File: src/hdl/adc_reg_pkg.sv
// Purpose: constants for the converter register set
// Assumes: 16-bit register words, 3-bit register address
// Notes: Function
// Function
// - Low power bit selects reduced-power mode
// - Amp power-down bit switches amplifier off
// - Status 15:14 return fixed part code
// - Status 13:11 return die number
// - Status bit 10 reads zero
// - Status bit 9 shows low power
// - Status bit 8 flags overrange
// - Bit 7 set when download checksum matches
// - Bit 6 set when runtime checksum matches
// - Bit 5 set while custom filter used
// - Bit 4 mirrors third stage bypass
// - Bit 3 one; bits 2:0 decimation
// - Offset at 0x003, signed, reset zero
// - Offset applied after gain
// - Gain at 0x004, 0x8000 unity, reset 0xa000
// - Threshold at 0x005 checks first filter
// - Over four full-scale modulator samples flag
// - Chip power-down bit powers converter down
// - Status read only via readback select
// - Power control at 0x002, reset 0x009b
package adc_reg_pkg;
   localparam logic [2:0] addr_ctrl1 = 3'h1;
   localparam logic [2:0] addr_power = 3'h2;
   localparam logic [2:0] addr_offset = 3'h3;
   localparam logic [2:0] addr_gain = 3'h4;
   localparam logic [2:0] addr_thresh = 3'h5;
   localparam logic [15:0] rst_ctrl1 = 16'h001a;
   localparam logic [15:0] rst_power = 16'h009b;
   localparam logic [15:0] rst_offset = 16'h0000;
   localparam logic [15:0] rst_gain = 16'ha000;
   localparam logic [15:0] rst_thresh = 16'hcccc;
   // Power control bit positions
   localparam int pwr_amp_pd = 0;
   localparam int pwr_low = 2;
   localparam int pwr_chip_pd = 3;
   // First control register bit positions
   localparam int c1_dl = 15;
   localparam int c1_rd_ovr = 14;
   localparam int c1_rd_gain = 13;
   localparam int c1_rd_off = 12;
   localparam int c1_rd_stat = 11;
   localparam int c1_zero = 10;
   localparam int c1_sync = 9;
   localparam int c1_third = 4;
   // Part code, value arbitrary
   localparam logic [1:0] part_code = 2'h1;
   // Modulator samples beyond full scale tolerated
   localparam logic [2:0] mod_over_limit = 3'h4;
   localparam int gain_shift = 15;
   typedef enum logic {wait_addr, wait_data} phase_e;
endpackage : adc_reg_pkg

File: src/hdl/overrange_detect.sv
// Purpose: overrange flag from first filter and modulator
// Assumes: inputs on clk from converter logic
// Notes: flag follows each first-filter sample
`timescale 1ns/1ns
module overrange_detect
   import adc_reg_pkg::*;
(
   // Clock and reset
   input wire logic clk,
   input wire logic sys_rst,
   // Threshold and samples
   input wire logic [15:0] threshold,
   input wire logic s1_valid,
   input wire logic signed [23:0] s1_data,
   input wire logic mod_valid,
   input wire logic mod_over_full,
   // Result
   output logic flag
);
   typedef struct packed {
      logic [2:0] run;
      logic flag;
   } st_s;
   st_s r, next_r;
   logic [23:0] mag;

   // Magnitude of the pre-gain sample, top bits against threshold
   always_comb begin
      mag = s1_data[23] ? 24'(-s1_data) : s1_data;
      next_r = r;
      if (s1_valid) begin
         next_r.flag = ({mag[22:8], 1'b0} > threshold);
      end
      if (mod_valid) begin
         if (!mod_over_full) begin
            next_r.run = 3'h0;
         end else if (r.run != 3'h7) begin
            next_r.run = r.run + 3'h1;
         end
      end
      // Set at once, whatever the threshold
      if (r.run > mod_over_limit) begin
         next_r.flag = 1'b1;
      end
   end

   always_ff @(posedge clk or posedge sys_rst) begin
      if (sys_rst) begin
         r <= '0;
      end else begin
         r <= next_r;
      end
   end

   assign flag = r.flag;
endmodule : overrange_detect

File: src/hdl/gain_offset_path.sv
// Purpose: gain then offset correction of output words
// Assumes: signed 24-bit samples, gain 0x8000 is unity
// Notes: saturates to 24 bits, one cycle latency
`timescale 1ns/1ns
module gain_offset_path
   import adc_reg_pkg::*;
(
   // Clock and reset
   input wire logic clk,
   input wire logic sys_rst,
   // Correction values
   input wire logic [15:0] gain,
   input wire logic [15:0] offset,
   input wire logic hold,
   // Sample in and out
   input wire logic in_valid,
   input wire logic signed [23:0] in_data,
   output logic out_valid,
   output logic [23:0] out_data
);
   typedef struct packed {
      logic valid;
      logic [23:0] data;
   } st_s;
   st_s r, next_r;
   logic signed [40:0] prod;
   logic signed [41:0] sum;

   // Offset LSB equals output LSB, so it adds straight on
   always_comb begin
      prod = in_data * $signed({1'b0, gain});
      sum = 42'(prod >>> gain_shift) + 42'($signed(offset));
      next_r.valid = in_valid && !hold;
      next_r.data = r.data;
      if (in_valid && !hold) begin
         if (sum > 42'sh7fffff) begin
            next_r.data = 24'h7fffff;
         end else if (sum < -42'sh800000) begin
            next_r.data = 24'h800000;
         end else begin
            next_r.data = sum[23:0];
         end
      end
   end

   always_ff @(posedge clk or posedge sys_rst) begin
      if (sys_rst) begin
         r <= '0;
      end else begin
         r <= next_r;
      end
   end

   assign out_valid = r.valid;
   assign out_data = r.data;
endmodule : gain_offset_path

File: src/hdl/adc_config_status_registers.sv
// Purpose: control, correction and status registers
// Assumes: serial front end delivers whole 16-bit words
// Notes: address word then data word; reads via select
`timescale 1ns/1ns
module adc_config_status_registers
   import adc_reg_pkg::*;
(
   // Clock and reset
   input wire logic clk,
   input wire logic sys_rst,
   // Register words from the serial front end
   input wire logic word_valid,
   input wire logic [15:0] word_data,
   // Read request and answer
   input wire logic read_strobe,
   output logic read_valid,
   output logic [23:0] read_data,
   // Die number pins
   input wire logic [2:0] die_pins,
   // First filter and modulator samples
   input wire logic s1_valid,
   input wire logic [23:0] s1_data,
   input wire logic mod_valid,
   input wire logic mod_over_full,
   // Final filter samples
   input wire logic filt_valid,
   input wire logic [23:0] filt_data,
   // Coefficient download
   input wire logic dl_coef_valid,
   input wire logic [31:0] dl_coef,
   input wire logic dl_sum_valid,
   input wire logic [31:0] dl_sum_word,
   // Coefficients passing through the filter
   input wire logic run_coef_valid,
   input wire logic [31:0] run_coef,
   input wire logic run_pass_done,
   // Power and control outputs
   output logic low_power_select,
   output logic amp_power_down,
   output logic chip_power_down,
   output logic third_stage_enable,
   output logic [2:0] decimation_select,
   output logic sync_pulse,
   output logic download_start,
   // Corrected conversion data
   output logic data_valid,
   output logic [23:0] data_out
);
   typedef struct packed {
      phase_e phase;
      logic [2:0] addr;
      logic [15:0] ctrl1;
      logic [15:0] power;
      logic [15:0] offset;
      logic [15:0] gain;
      logic [15:0] thresh;
      logic [2:0] die_meta;
      logic [2:0] die;
      logic [31:0] dl_sum;
      logic [31:0] run_sum;
      logic [31:0] stored_sum;
      logic download_checksum_ok;
      logic run_ok;
      logic custom;
      logic rd_valid;
      logic [23:0] rd_data;
      logic [23:0] last_conv;
      logic sync;
      logic dl_start;
   } st_s;
   st_s r, next_r;

   logic ovr_flag;
   logic conv_valid;
   logic [23:0] conv_data;
   logic [15:0] status_word;
   logic write_hit;

   // Overrange detector, before any correction
   overrange_detect u_ovr (
      .clk(clk),
      .sys_rst(sys_rst),
      .threshold(r.thresh),
      .s1_valid(s1_valid),
      .s1_data(s1_data),
      .mod_valid(mod_valid),
      .mod_over_full(mod_over_full),
      .flag(ovr_flag)
   );

   // Output correction; no new sample is taken while chip power-down is set
   gain_offset_path u_path (
      .clk(clk),
      .sys_rst(sys_rst),
      .gain(r.gain),
      .offset(r.offset),
      .hold(r.power[pwr_chip_pd]),
      .in_valid(filt_valid),
      .in_data(filt_data),
      .out_valid(conv_valid),
      .out_data(conv_data)
   );

   // Status word assembly
   always_comb begin
      status_word = 16'h0000;
      status_word[15:14] = part_code;
      status_word[13:11] = r.die;
      status_word[10] = 1'b0;
      status_word[9] = r.power[pwr_low];
      status_word[8] = ovr_flag;
      status_word[7] = r.download_checksum_ok;
      status_word[6] = r.run_ok;
      status_word[5] = r.custom;
      status_word[4] = !r.ctrl1[c1_third];
      status_word[3] = 1'b1;
      status_word[2:0] = r.ctrl1[2:0];
   end

   assign write_hit = word_valid && (r.phase == wait_data);

   // Next state of the whole register set
   always_comb begin
      next_r = r;
      // Die pins pass two flops before use
      next_r.die_meta = die_pins;
      next_r.die = r.die_meta;
      // Action bits last one cycle only
      next_r.sync = 1'b0;
      next_r.dl_start = 1'b0;
      next_r.ctrl1[c1_sync] = 1'b0;
      next_r.ctrl1[c1_dl] = 1'b0;
      next_r.rd_valid = 1'b0;
      if (conv_valid) begin
         next_r.last_conv = conv_data;
      end

      // Address word first, then its data word
      if (word_valid) begin
         case (r.phase)
            wait_addr: begin
               next_r.addr = word_data[2:0];
               next_r.phase = wait_data;
            end
            wait_data: begin
               next_r.phase = wait_addr;
            end
            default: begin
               next_r.phase = wait_addr;
            end
         endcase
      end

      if (write_hit) begin
         case (r.addr)
            addr_ctrl1: begin
               next_r.ctrl1 = word_data;
               next_r.ctrl1[c1_zero] = 1'b0;
               next_r.sync = word_data[c1_sync];
               next_r.dl_start = word_data[c1_dl];
            end
            addr_power: begin
               // Bit 1 stored as the host sends it
               next_r.power = word_data;
            end
            addr_offset: begin
               next_r.offset = word_data;
            end
            addr_gain: begin
               next_r.gain = word_data;
            end
            addr_thresh: begin
               next_r.thresh = word_data;
            end
            default: begin
               next_r.addr = r.addr; // Unmapped address, write dropped
            end
         endcase
      end

      // A new download voids the old filter state
      if (next_r.dl_start) begin
         next_r.dl_sum = 32'h0;
         next_r.download_checksum_ok = 1'b0;
         next_r.custom = 1'b0;
         next_r.run_ok = 1'b0;
      end else if (dl_sum_valid) begin
         next_r.download_checksum_ok = (r.dl_sum == dl_sum_word);
         next_r.custom = (r.dl_sum == dl_sum_word);
         next_r.stored_sum = dl_sum_word;
         next_r.dl_sum = 32'h0;
      end else if (dl_coef_valid) begin
         next_r.dl_sum = r.dl_sum + dl_coef;
      end

      // Runtime checksum over coefficients in flight
      if (run_pass_done) begin
         next_r.run_ok = r.custom && (r.run_sum == r.stored_sum);
         next_r.run_sum = 32'h0;
      end else if (run_coef_valid && r.custom) begin
         next_r.run_sum = r.run_sum + run_coef;
      end

      // Read answers one word; selects clear once used
      if (read_strobe) begin
         next_r.rd_valid = 1'b1;
         if (r.ctrl1[c1_rd_stat]) begin
            next_r.rd_data = {8'h00, status_word};
         end else if (r.ctrl1[c1_rd_ovr]) begin
            next_r.rd_data = {8'h00, r.thresh};
         end else if (r.ctrl1[c1_rd_gain]) begin
            next_r.rd_data = {8'h00, r.gain};
         end else if (r.ctrl1[c1_rd_off]) begin
            next_r.rd_data = {8'h00, r.offset};
         end else begin
            next_r.rd_data = r.last_conv;
         end
         next_r.ctrl1[c1_rd_ovr:c1_rd_stat] = 4'h0;
      end
   end

   // Register set, reset to the documented defaults
   always_ff @(posedge clk or posedge sys_rst) begin
      if (sys_rst) begin
         r <= '0;
         r.phase <= wait_addr;
         r.ctrl1 <= rst_ctrl1;
         r.power <= rst_power;
         r.offset <= rst_offset;
         r.gain <= rst_gain;
         r.thresh <= rst_thresh;
      end else begin
         r <= next_r;
      end
   end

   // Power controls straight from their register bits
   assign low_power_select = r.power[pwr_low];
   assign amp_power_down = r.power[pwr_amp_pd];
   assign chip_power_down = r.power[pwr_chip_pd];
   assign third_stage_enable = r.ctrl1[c1_third];
   assign decimation_select = r.ctrl1[2:0];
   assign sync_pulse = r.sync;
   assign download_start = r.dl_start;
   assign read_valid = r.rd_valid;
   assign read_data = r.rd_data;
   assign data_valid = conv_valid;
   assign data_out = conv_data;
endmodule : adc_config_status_registers

File: config.mk
export PLATFORM = sky130hd
export DESIGN_NAME = adc_config_status_registers
export DESIGN_NICKNAME = d
export VERILOG_FILES = /design/src/hdl/adc_reg_pkg.sv /design/src/hdl/overrange_detect.sv /design/src/hdl/gain_offset_path.sv /design/src/hdl/adc_config_status_registers.sv
export SDC_FILE = /design/constraint.sdc
export NUM_CORES = 2
export LEC_CHECK = 0
export BUFFER_PORTS_ARGS = -buffer_cell sky130_fd_sc_hd__buf_4
export CAP_MARGIN = 10
export CORE_ASPECT_RATIO = 1.4
export CORE_MARGIN = 1.5
export CORE_UTILIZATION = 69
export CTS_BUF_LIST = sky130_fd_sc_hd__clkbuf_4
export DETAILED_ROUTE_END_ITERATION = 10
export GPL_TIMING_DRIVEN = 1
export PLACE_DENSITY = 0.95
export SLEW_MARGIN = 20
export SYNTH_ARGS = -nofsm -noshare
export SYNTH_HDL_FRONTEND = slang
export SYNTH_SLANG_ARGS = --single-unit
File: constraint.sdc
create_clock -name clk -period 25 [get_ports clk]
set_clock_uncertainty 0.2 [all_clocks]
set_input_delay 2.5 -clock clk [delete_from_list [all_inputs] [get_ports clk]]
set_output_delay 2.5 -clock clk [all_outputs]
set_load 0.005 [all_outputs]
==> impl_results.md <==
* Status: finished, final reports clean
* Core Region at 0.04129 mm^2
* Root Buffer: clkbuf_4
* Post-Place Worst Slack at 13.64 ns
* Final WS setup at 13.93 ns
* Final clock period utilization by the worst path at 0.4429
* Post_cts resized at 0
* CTS tree: built
* Fillers at 2469
* Synth Flop Type: dfrtp_1
* R2R depth at 29
* Hold Startpoint: next_r[151]$_DFF_PP0_
* Crit Path Max Fanout at 23
* Final #Nets at 4033
* Row cnt at roughly 90
* Final Hold Fails at 0
* Die Area at around 0.043 mm^2
* Slowest stage cell on the critical path: fa_1
* M3 GR Usage at 0.1121
* Total track usage at 0.4123
* Drt first pass iters at 6
* Slowest Stage Delay on Critical Path at 0.64 ns
* Area contributors post-synth: fa_1 (26%), dfrtp_1 (20%), ha_1 (8.9%)
* Worst Hold End: r[151]$_DFF_PP0_
* Hold Path Depth at 0
* Core Util, Final at 0.7664
* Wire length of the first global-routing pass at 136600 um
* GRT overflow at 0
* FMAX at 90.31 MHz
* RD Place Congestion at 0.9632
* Max-slew violations at 0
* Critical path start-end classification: input port to flop
* Post-DP HPWL at 63670 um
* Reg2reg start: r[176]$_DFFE_PP0P_
* Busiest grt layer: met2
* R2r setup slk at roughly 15 ns
* Top cell type by total area after synthesis: fa_1
* RSZ-0062 raised after global routing: no
* Layout cells sized above 1 at 0.1544
* Crit path DAT at 11.45 ns
* Register area at between 0.006 and 0.007 mm^2
* Crit. End Element: flop
* First DRT Iteration DRCs at 2032
* Layout area overhead at 9.319%
* Count of cell types in the netlist at 77
* Multi-input gate area at roughly 0.02 mm^2
* M1 GR Usage at 0.4135
* CTS H-tree depth at 2
* Critical path's most frequent cell: fa_1
* Placed Area at 0.03083 mm^2
* Final non-filler cell area at between 0.03 and 0.04 mm^2
* I/O pins at ~230
* Initial core utilization at 0.7011
* Post-synth ARST share at 1.000
* DR vias at 24.33k
* Synth Cell Area at slightly below 0.03 mm^2
* Pin count of the biggest net entering global routing at 114
* Gate Count Post-Synth at 3109
* Final setup viols at 0
* RR Endpoint: u_path.out_data[12]$_DFFE_PP0P_
* Clock sinks at about 250
* Synth cell count leaders: inv_1 (492), nand2_1 (403), fa_1 (378)
* Vias in the first global route at approximately 27k
* Post-DRT Antenna Nets at 0
* Critical Path RT at 25.37 ns
* Sequential area share after synthesis at 0.2141
* Yosys top cell area share at 0.2614
* Wire per inst at approximately 22 um
* Initial antenna violation count at 3
* Cts hold-fix bufs at 0
* Worst setup SP type: input port
* Slew @ Worst Pin at between 1 and 1.5 ns
* Syn Area/Cell at 9.311 um^2
* TritonCTS Buffers at 61
* Tmin final at 11.07 ns
* Flops & latches, synth at between 200 and 250
* Remaining DRCs at 0
* WL final at between 80000 and 90000 um
* CTS clk-pin slew, worst paths at 0.07 ns
* Die H at 245.3 um
* Number of synthesized flops with an enable pin at 0
* Type of the tightest min-delay check: flop to flop
* Syn Nets at 3867
* Global routing usage on met2 at 0.7050
* Slew HR at 0.1776
* Setup TNS Final at 0 ns
* Most frequent cell after synthesis: inv_1
* Vias per inst at 6.294
* Setup Buffers After CTS at 0
* Clock Latency Late Sink at 0.80 ns
* Port bufs at 233
* YS warnings at 0
* Maxcap violations at 0
* Die Wd at 176.1 um
* Clock Tree Buf Depth at 3
## logic make-up after synthesis
logic type / after synthesis / synth area share
AOI/OAI and AO/OA: 460 / 0.1005
xor gates and xnor gates: 179 / 0.05442
adders and majority gates: 583 / 0.3500
buffers and inverters: 641 / 0.08822
DFF: 247 / 0.2141
muxes: 151 / 0.05706
and+or+nand+nor: 848 / 0.1356
## registers in the layout, summed over array words and instances, names as in the netlist, 3 cells and up
signal             cells
decimation_select      3
next_r                 3
r                    181
read_data             24
u_ovr.r                3
u_path.out_data       24
## layout make-up
class	count	share of cell area
inverter	492	0.05860
sequential	247	0.1960
clock inverter	20	0.003519
clock buffer	90	0.02135
timing repair buffer	252	0.05990
antenna	3	0.0002372
tap	540	0.02135
multi-input combinational	2221	0.6390
## stage by stage
step | instances | hold WS, ns
6_report | 3865 | 0.1459
5_1_grt | 3864 | 0.1537
4_1_cts | 3862 | 0.1458
3_5_place_dp | 3752 | 0.1358
3_3_place_gp | 3752 | 0.1367
2_1_floorplan | 3109 | 0.1312
## cells in the final DEF (no fill, tap or decap), types with 21 or more instances in the layout
cell type  synthesis  final
inv_1            492    491
nand2_1          403    403
fa_1             378    378
buf_4             29    251
dfrtp_1          233    230
ha_1             205    205
a21oi_1          164    164
and2_1           157    156
nor2_1           140    139
xnor2_1          124    124
mux2_2           112    112
o21ai_0           96     96
clkbuf_4           0     90
xor2_1            54     54
a21o_1            52     52
mux2i_1           39     39
a211oi_1          28     28
nand3_1           24     24
nand4_1           21     21
nor3_1            23     21
## worst max path at each step
stage,cells after the start,endpoint,from
2_1_floorplan,32,u_path.out_data[12]$_DFFE_PP0P_,filt_data[7]
4_1_cts,31,u_path.out_data[14]$_DFFE_PP0P_,filt_data[7]
6_report,31,u_path.out_data[12]$_DFFE_PP0P_,filt_data[5]
3_3_place_gp,32,u_path.out_data[5]$_DFFE_PP0P_,filt_data[10]
3_5_place_dp,31,u_path.out_data[11]$_DFFE_PP0P_,filt_data[7]
5_1_grt,32,u_path.out_data[14]$_DFFE_PP0P_,filt_data[5]
## layer usage
metal,share of wire,up-vias
met4,0.099,0
met2,0.50,1583
li1,-,10260
met5,0,-
met3,0.094,590
met1,0.31,11890
## worst max-delay path, delay by kind of cell
| family | cells | cell delay, ns |
|---|---|---|
| AO/OA/AOI/OAI | 14 | 3.81 |
| adder cells (fa/ha/maj) | 8 | 3.80 |
| AND/OR/NAND/NOR | 3 | 0.81 |
| buffers and inverters | 5 | 0.37 |
| XOR/XNOR | 1 | 0.13 |
Power is not shown: default switching activity piles up to over one toggle a cycle in this logic, so the estimate is an artifact.
